[src/pkg/annp_pkg.sv]
/*
 * annp_pkg: register offsets, bit positions and reset values of the
 * auto-negotiation next-page register bank.
 * assumes a 5-bit management register address and 16-bit register data.
 */
`default_nettype none

package annp_pkg;

  //////////////////////////////////////////////////////////////////////////
  // register offsets on the management register port
  localparam logic [4:0] ANNP_ADDR_BASE = 5'h05; // partner base page
  localparam logic [4:0] ANNP_ADDR_EXP = 5'h06;  // expansion status
  localparam logic [4:0] ANNP_ADDR_NPTX = 5'h07; // next-page transmit
  localparam logic [4:0] ANNP_ADDR_NPRX = 5'h08; // partner next page
  localparam logic [4:0] ANNP_ADDR_CFG = 5'h10;  // port configuration

  //////////////////////////////////////////////////////////////////////////
  // expansion status bit positions
  localparam int ANNP_EXP_LPNP = 3; // partner next-page able
  localparam int ANNP_EXP_NPA = 2;  // local next-page able
  localparam int ANNP_EXP_PR = 1;   // page received
  localparam int ANNP_EXP_LPAN = 0; // partner auto-negotiation able

  // next-page word bit positions, shared by transmit and partner words
  localparam int ANNP_NP_NP = 15;
  localparam int ANNP_NP_ACK = 14;
  localparam int ANNP_NP_MP = 13;
  localparam int ANNP_NP_ACK2 = 12;
  localparam int ANNP_NP_TOG = 11;

  // port configuration bit position
  localparam int ANNP_CFG_ALTNP = 1;

  //////////////////////////////////////////////////////////////////////////
  // reset values and masks
  localparam logic [15:0] ANNP_NPTX_RST = 16'h2001; // mp set, code field 1
  localparam logic [15:0] ANNP_NPTX_WMASK = 16'hbfff; // bit 14 reads zero
  localparam logic [15:0] ANNP_WORD_ZERO = 16'h0000;
  localparam logic ANNP_LOCAL_NP_ABLE = 1'b1;
  localparam logic ANNP_ALTNP_RST = 1'b0;

endpackage : annp_pkg

`default_nettype wire

[src/hw/annp_pr_latch.sv]
/*
 * annp_pr_latch: latch-high page-received flag with clear on read and the
 * alternate clearing mode.
 * assumes all inputs come from logic on the same clock and reset.
 */
`default_nettype none

module annp_pr_latch
  import annp_pkg::*;
(
  input wire logic clk,
  input wire logic rst_n,
  input wire logic set_pulse,
  input wire logic rd_clear,
  input wire logic alt_en,
  input wire logic mr_page_rx,
  input wire logic tx_disable,
  output logic flag
);

  logic flag_reg;
  logic flag_next;
  logic alt_clear;

  //////////////////////////////////////////////////////////////////////////
  // next flag: set wins over every clear so no page is missed
  always_comb begin
    alt_clear = alt_en && (!mr_page_rx || tx_disable);
    flag_next = flag_reg;
    if (rd_clear || alt_clear) begin
      flag_next = 1'b0;
    end
    if (set_pulse) begin
      flag_next = 1'b1;
    end
  end

  // flag register
  always_ff @(posedge clk or negedge rst_n) begin
    if (!rst_n) begin
      flag_reg <= 1'b0;
    end else begin
      flag_reg <= flag_next;
    end
  end

  assign flag = flag_reg;
endmodule : annp_pr_latch

`default_nettype wire

[src/hw/annp_regs.sv]
/*
 * annp_regs: per-port auto-negotiation next-page register bank: partner
 * base page, expansion status, next-page transmit, partner next page and
 * the alternate next-page enable of the port configuration register.
 * assumes the management frame engine and the arbitration logic run on
 * sys_clk; nrst is asynchronous and is released here through two flops.
 */
`default_nettype none

module annp_regs
  import annp_pkg::*;
(
  input wire logic sys_clk,
  input wire logic nrst,
  input wire logic [4:0] mgmt_addr,
  input wire logic mgmt_wr,
  input wire logic [15:0] mgmt_wdata,
  input wire logic mgmt_rd,
  output logic [15:0] mgmt_rdata,
  input wire logic page_rx_strobe,
  input wire logic [15:0] page_rx_word,
  input wire logic page_rx_is_base,
  input wire logic lp_an_able,
  input wire logic lp_np_able,
  input wire logic mr_page_rx,
  input wire logic transmit_disable,
  input wire logic lcw_sent,
  input wire logic lcw_sent_toggle,
  output logic [15:0] np_tx_word,
  output logic page_received
);

  //////////////////////////////////////////////////////////////////////////
  // reset release: asynchronous assert, two-flop synchronous release
  logic [1:0] rst_sync_reg;
  logic rst_n;

  always_ff @(posedge sys_clk or negedge nrst) begin
    if (!nrst) begin
      rst_sync_reg <= 2'h0;
    end else begin
      rst_sync_reg <= {rst_sync_reg[0], 1'b1};
    end
  end

  assign rst_n = rst_sync_reg[1];

  //////////////////////////////////////////////////////////////////////////
  // address decode shared by read and write paths
  function automatic logic addr_hit(input logic [4:0] addr, input logic [4:0] off);
    addr_hit = (addr == off);
  endfunction

  logic [15:0] base_reg, base_next;
  logic [15:0] nprx_reg, nprx_next;
  logic [15:0] nptx_reg, nptx_next;
  logic [15:0] rdata_reg, rdata_next;
  logic altnp_reg, altnp_next;
  logic lpan_reg, lpan_next;
  logic lpnp_reg, lpnp_next;
  logic pr_set_reg, pr_set_next;
  logic pr_flag;
  logic exp_rd;
  logic [15:0] exp_word;

  //////////////////////////////////////////////////////////////////////////
  // expansion status word as software sees it
  always_comb begin
    exp_word = ANNP_WORD_ZERO;
    exp_word[ANNP_EXP_LPNP] = lpnp_reg;
    exp_word[ANNP_EXP_NPA] = ANNP_LOCAL_NP_ABLE;
    exp_word[ANNP_EXP_PR] = pr_flag;
    exp_word[ANNP_EXP_LPAN] = lpan_reg;
  end

  assign exp_rd = mgmt_rd && addr_hit(mgmt_addr, ANNP_ADDR_EXP);

  //////////////////////////////////////////////////////////////////////////
  // partner-side capture: words land one cycle before the flag rises,
  // so a read that sees page-received always finds the new word
  always_comb begin
    base_next = base_reg;
    nprx_next = nprx_reg;
    pr_set_next = page_rx_strobe;
    if (page_rx_strobe && page_rx_is_base) begin
      base_next = page_rx_word;
    end
    if (page_rx_strobe && !page_rx_is_base) begin
      nprx_next = page_rx_word;
    end
    lpan_next = lp_an_able;
    lpnp_next = lp_np_able;
  end

  always_ff @(posedge sys_clk or negedge rst_n) begin
    if (!rst_n) begin
      base_reg <= ANNP_WORD_ZERO;
      nprx_reg <= ANNP_WORD_ZERO;
      pr_set_reg <= 1'b0;
      lpan_reg <= 1'b0;
      lpnp_reg <= 1'b0;
    end else begin
      base_reg <= base_next;
      nprx_reg <= nprx_next;
      pr_set_reg <= pr_set_next;
      lpan_reg <= lpan_next;
      lpnp_reg <= lpnp_next;
    end
  end

  //////////////////////////////////////////////////////////////////////////
  // software-written state: transmit word and alternate enable;
  // only offsets 7 and 16 accept writes, all others are dropped
  always_comb begin
    nptx_next = nptx_reg;
    altnp_next = altnp_reg;
    if (mgmt_wr && addr_hit(mgmt_addr, ANNP_ADDR_NPTX)) begin
      nptx_next = mgmt_wdata & ANNP_NPTX_WMASK;
    end
    if (mgmt_wr && addr_hit(mgmt_addr, ANNP_ADDR_CFG)) begin
      altnp_next = mgmt_wdata[ANNP_CFG_ALTNP];
    end
    // a sent word beats a same-cycle write so the toggle never repeats
    if (lcw_sent) begin
      nptx_next[ANNP_NP_TOG] = !lcw_sent_toggle;
    end
  end

  always_ff @(posedge sys_clk or negedge rst_n) begin
    if (!rst_n) begin
      nptx_reg <= ANNP_NPTX_RST;
      altnp_reg <= ANNP_ALTNP_RST;
    end else begin
      nptx_reg <= nptx_next;
      altnp_reg <= altnp_next;
    end
  end

  //////////////////////////////////////////////////////////////////////////
  // read data: registered, held between reads, unmapped reads give zero
  always_comb begin
    rdata_next = rdata_reg;
    if (mgmt_rd) begin
      rdata_next = ANNP_WORD_ZERO;
      if (addr_hit(mgmt_addr, ANNP_ADDR_BASE)) begin
        rdata_next = base_reg;
      end
      if (addr_hit(mgmt_addr, ANNP_ADDR_EXP)) begin
        rdata_next = exp_word;
      end
      if (addr_hit(mgmt_addr, ANNP_ADDR_NPTX)) begin
        rdata_next = nptx_reg;
      end
      if (addr_hit(mgmt_addr, ANNP_ADDR_NPRX)) begin
        rdata_next = nprx_reg;
      end
      if (addr_hit(mgmt_addr, ANNP_ADDR_CFG)) begin
        rdata_next[ANNP_CFG_ALTNP] = altnp_reg;
      end
    end
  end

  always_ff @(posedge sys_clk or negedge rst_n) begin
    if (!rst_n) begin
      rdata_reg <= ANNP_WORD_ZERO;
    end else begin
      rdata_reg <= rdata_next;
    end
  end

  //////////////////////////////////////////////////////////////////////////
  // page-received latch; read clears after the old value is captured
  annp_pr_latch u_pr_latch (
    .clk(sys_clk),
    .rst_n(rst_n),
    .set_pulse(pr_set_reg),
    .rd_clear(exp_rd),
    .alt_en(altnp_reg),
    .mr_page_rx(mr_page_rx),
    .tx_disable(transmit_disable),
    .flag(pr_flag)
  );

  assign mgmt_rdata = rdata_reg;
  assign np_tx_word = nptx_reg;
  assign page_received = pr_flag;
endmodule : annp_regs

`default_nettype wire

[config.mk]
export PLATFORM = sky130hd
export DESIGN_NAME = annp_regs
export DESIGN_NICKNAME = d
export VERILOG_FILES = /design/src/pkg/annp_pkg.sv /design/src/hw/annp_pr_latch.sv /design/src/hw/annp_regs.sv
export SDC_FILE = /design/constraint.sdc
export NUM_CORES = 1
export LEC_CHECK = 0
export ABC_AREA = 1
export BUFFER_PORTS_ARGS = -buffer_cell sky130_fd_sc_hd__clkbuf_2
export CORE_MARGIN = 4
export CORE_UTILIZATION = 52
export DETAILED_ROUTE_END_ITERATION = 10
export PLACE_DENSITY = 0.79
export REMOVE_ABC_BUFFERS = 1
export SYNTH_ARGS = -nofsm -noshare
export SYNTH_HDL_FRONTEND = slang
export SYNTH_SLANG_ARGS = --single-unit
[constraint.sdc]
create_clock -name sys_clk -period 3 [get_ports sys_clk]
set_clock_uncertainty 0.05 [all_clocks]
set_input_delay 0.3 -clock sys_clk [delete_from_list [all_inputs] [get_ports sys_clk]]
set_output_delay 0.3 -clock sys_clk [all_outputs]
set_load 0.01 [all_outputs]
Word level (Yosys, flattened, before mapping) --
Cells that the tools add are included.
Operators by class: $add $sub $neg 0, bitwise logic cells 0, multipliers 0, equality and inequality tests 5, divide/modulo/power cells 0, order comparisons 0, shifts and indexed selects 0, reductions and logical operators 13, muxes and demuxes 9
Operators with widths (number):
- 16-bit 2-to-1 mux | 4
- 5-bit by 3-bit == test with 1-bit output, second input constant | 3
- 12-bit 2-to-1 mux | 1
- 1-bit logical AND | 6
- 5-bit by 4-bit == test with 1-bit output, second input constant | 1
- 5-bit == test, second input constant | 1
- 1-bit 2-to-1 mux | 4
- 2-bit nonzero test | 2
- 1-bit zero test | 3
- 1-bit logical OR | 2
Word-level totals: memories 0, bits in latches 0, memory bits (read-only) 0, bits in writable memories 0, bits in registers 70, logic and storage cells 38, output and inout port bits 33, input bits 49

Depth between registers and ports, before layout --
word-level depth 6, depth in mapped cells 9, gate-level depth less buffers 9

Cells and area by module --
From an unflattened synthesis, not the netlist that was laid out.
Second synthesis, totals: cell total of the unflattened synthesis 373, area, all modules 3131.8 um^2
By module, submodules not included:
- annp_regs | times used 1, area each 3074.2 um^2, cells each 364, sequential area each 1729.2 um^2
- annp_pr_latch | times used 1, area each 57.6 um^2, cells each 9, sequential area each 25.0 um^2

Least setup slack after synthesis --
No wires, ideal clock.
path kind input to register, start in mgmt_addr[0], end reg rdata_reg[2], in the netlist mgmt_rdata[2], path slack 1.746 ns, arrival time 1.078 ns, library setup time 0.126 ns, path buffers 2, stages 7, required time 2.824 ns, path through buf_4 -> nand3_2 -> nor2_4 -> buf_6 -> inv_1 -> o21ai_0 -> a21oi_1
On the way: longest elaborated chain between the ends 5, elaborated cells between the ends (all ways) 8, classes of those cells eq/ne: 4; mux: 4
Ends and longest elaborated chain:
- start: declaration | line annp_regs.sv:15 | input wire logic [4:0] mgmt_addr,
- 5-bit by 3-bit == test with 1-bit output | line annp_regs.sv:51 | addr_hit = (addr == off);
- 16-bit 2-to-1 mux | line annp_regs.sv:145 | if (addr_hit(mgmt_addr, ANNP_ADDR_BASE)) begin
- 16-bit 2-to-1 mux | line annp_regs.sv:148 | if (addr_hit(mgmt_addr, ANNP_ADDR_EXP)) begin
- 16-bit 2-to-1 mux | line annp_regs.sv:151 | if (addr_hit(mgmt_addr, ANNP_ADDR_NPTX)) begin
- 16-bit 2-to-1 mux * | line annp_regs.sv:154 | if (addr_hit(mgmt_addr, ANNP_ADDR_NPRX)) begin
- end signal: assignment | line annp_regs.sv:167 | rdata_reg <= rdata_next;
- end: declaration | line annp_regs.sv:57 | logic [15:0] rdata_reg, rdata_next;
Every way passes the cells marked *; elsewhere a longest branch is shown, timed or not. A chain may end at the register's enable or synchronous reset.

Worst setup path in the final report --
start in mgmt_addr[0], end reg nptx_reg[11], in the netlist np_tx_word[11]
On the way: longest elaborated chain between the ends 3
Ends and longest elaborated chain:
- 5-bit by 3-bit == test with 1-bit output | line annp_regs.sv:51
- 1-bit logical AND | line annp_regs.sv:117 | if (mgmt_wr && addr_hit(mgmt_addr, ANNP_ADDR_NPTX)) begin
- 2-bit nonzero test (no line)
- end signal: assignment | line annp_regs.sv:134 | nptx_reg <= nptx_next;
- end: declaration | line annp_regs.sv:56 | logic [15:0] nptx_reg, nptx_next;
No other way between the ends.

==> impl_metrics.toml <==
[status]
status = "finished, final reports clean"

[critical_path]
cp_top_family = "simple AND/OR/NAND/NOR gates"
arrival_ns = 1.73
worst_ep_required_time_ns = 3.22
critPathMaxFanout = 17
worstSetupStartpointType = "primary input"
end_kind = "flip-flop"
crit_type = "primary input to flip-flop"
max_stage_delay_ns = 0.38
path_cells = "clkbuf_2, nand3_2, nor2_4, nand2_4, clkinv_2, nand2_1, a21boi_1"
cpMaxStageDelayCell = "nor2_4"
path_buf_inv = 2

[placed_design]
routabilityCongestion = 0.808
dpl-instance-area_mm2 = 0.00348
numPortBuffers = 79
post-dp-hpwl_mm = 4.87

[drt]
totalWireLength_mm = 7.04
drc = 0
wl_per_cell_um = 13.9
ant_nets = 0
vias_per_cell = 5.06
drtIter0Drc = 131
vias = 2557
first_pass_iters = 5

[clock_tree]
cts_buffer_depth = 2
cts_root_buf = "clkbuf_8"
cts_buffers = 9
clock_latency_ns = 0.34
cts_resized = 0
cts_sinks = 70
clk_pin_slew_ns = 0.08
cts_tree = "yes"
cts_max_level = 3

[logic_synthesis]
synth.cell_area_mm2 = 0.00307
synth_flop_cell = "dfrtp_1"
synth_cell_types = 31
ys_seq_elements = 70
synth.area.top_cells = "dfrtp_1, nand2_1, o21ai_0"
netlist.top_cell.by_area = "dfrtp_1"
ys_seq_area_share_pct = 57.1
synth_top_area_share_pct = 55.4
synth.avg_cell_area_um2 = 8.75
synth_edf_count = 0
synth_cells = 351
yosys_warnings = 0
async_reset_ff_share_pct = 100

[global_route]
grt.overflow.total = 0
grt_usage_pct = 20.8
grt_pass1_wl_mm = 11.8
grt_antenna_before_repair = 0
grt_pass1_vias = 2527
grt_max_degree = 34

[cells_and_area]
syn_to_final_growth_pct = 19.1
fin_util_pct = 65.3
num_antenna_cells = 0
mostFrequentLayoutCells = "nand2_1, clkbuf_2, dfrtp_1, inv_1, o21ai_0"
layout_commonest_cell = "nand2_1"
drive_above_1_share_pct = 25.6
nets = 477
fillers = 499
final_area_mm2 = 0.00366

[worst_hold_path]
hold_path.class = "primary input to flip-flop"

[power_and_ir_drop]
power_w = 0.00210
ir_drop_uv = 341
p_per_area_mw_per_mm2 = 575
cellLeakagePower_nw = 1.97

[floorplan]
core_mm2 = 0.00561
rows = 27
die-area_mm2 = 0.00720
die_h_um = 84.9
pin_count = 82
start_util_pct = 54.8
die_w_um = 84.9

[sta]
rsz0062_at_grt = "no"
final_hold_viol_count = 0
finalSetupViolCount = 0
tightestPinTransition_ns = 1.02
finalCritPeriodShare_pct = 50.3
post-route-min-period_ns = 1.51
fmaxAchievable_ghz = 0.663
finalSetupTns_ns = 0
slew_violations = 0
relSlewSlack_pct = 31.6

[flow_run]
drv_cap = 0
stage by stage:
step / hold WS [ns] / instances / worst slack (ns)
floorplan: -0.0456 / 335 / 0.860
global placement: 0.0365 / 488 / 1.15
detailed placement: 0.0369 / 488 / 1.13
CTS: 0.0172 / 505 / 1.49
global route: 0.0134 / 505 / 1.36
finish: 0.0288 / 505 / 1.49
timing repair:
item | CTS | global route
endpoints found under the hold margin | 2 | 0
hold buffers | 1 | 0
setup buffers | 0 | 0
power by group:
part,switching [W],internal [W],leakage [nW]
logic,0.000176,0.000126,1.02
clock network,0.000340,0.000319,0.0861
registers,0.0000806,0.00106,0.862
total,0.000597,0.00151,1.97
layout make-up:
class / count / area (um^2) / area share, %
timing repair buffer: 82 / 420 / 11.5
tap: 72 / 90.1 / 2.46
multi-input combinational: 213 / 1030 / 28.1
clock inverter: 4 / 22.5 / 0.615
clock buffer: 12 / 145 / 3.97
sequential: 70 / 1760 / 48.0
inverter: 52 / 196 / 5.37
path summary, 6_finish.rpt:
kind / startpoint / to / slack, ns / cells after the start
max reg2reg: rst_sync_reg[1] / np_tx_word[0] / 1.98 / 1
max in group asynchronous: rst_sync_reg[1] / np_tx_word[0] / 1.98 / 1
max: mgmt_addr[0] / np_tx_word[11] / 1.49 / 7
min: lp_an_able / lpan_reg / 0.03 / 1
min reg2reg: rst_sync_reg[1] / base_reg[10] / 0.15 / 0
min in group asynchronous: rst_sync_reg[1] / base_reg[10] / 0.15 / 0
cells in the mapped netlist, types with 2 or more instances:
cell type / number
inv_2: 2
nand3_2: 3
nand3_1: 3
dfstp_2: 2
buf_4: 2
o21ai_0: 49
o22a_1: 11
conb_1: 2
a21oi_1: 2
buf_6: 3
dfrtp_1: 68
nand2_1: 102
clkbuf_1: 7
o21ai_1: 9
inv_1: 49
nor2_1: 13
buf_1: 2
nand4_1: 7
nor2_4: 3
cell families after synthesis:
kind of cell,after synthesis,share of synthesized area [%]
DFF,70,57.1
AOI/OAI and AO/OA,77,14.5
other,2,0.244
buffers and inverters,68,9.41
and+or+nand+nor,134,18.8
layer usage:
metal	GRT usage, %	part of all wire, %	vias to the layer above
met1	27.8	45	1207
li1	-	-	1263
met4	11.2	2.7	0
met5	0	0	-
met3	3.30	4.9	15
met2	32.7	47	72
Power figures use the tool's default switching activity.
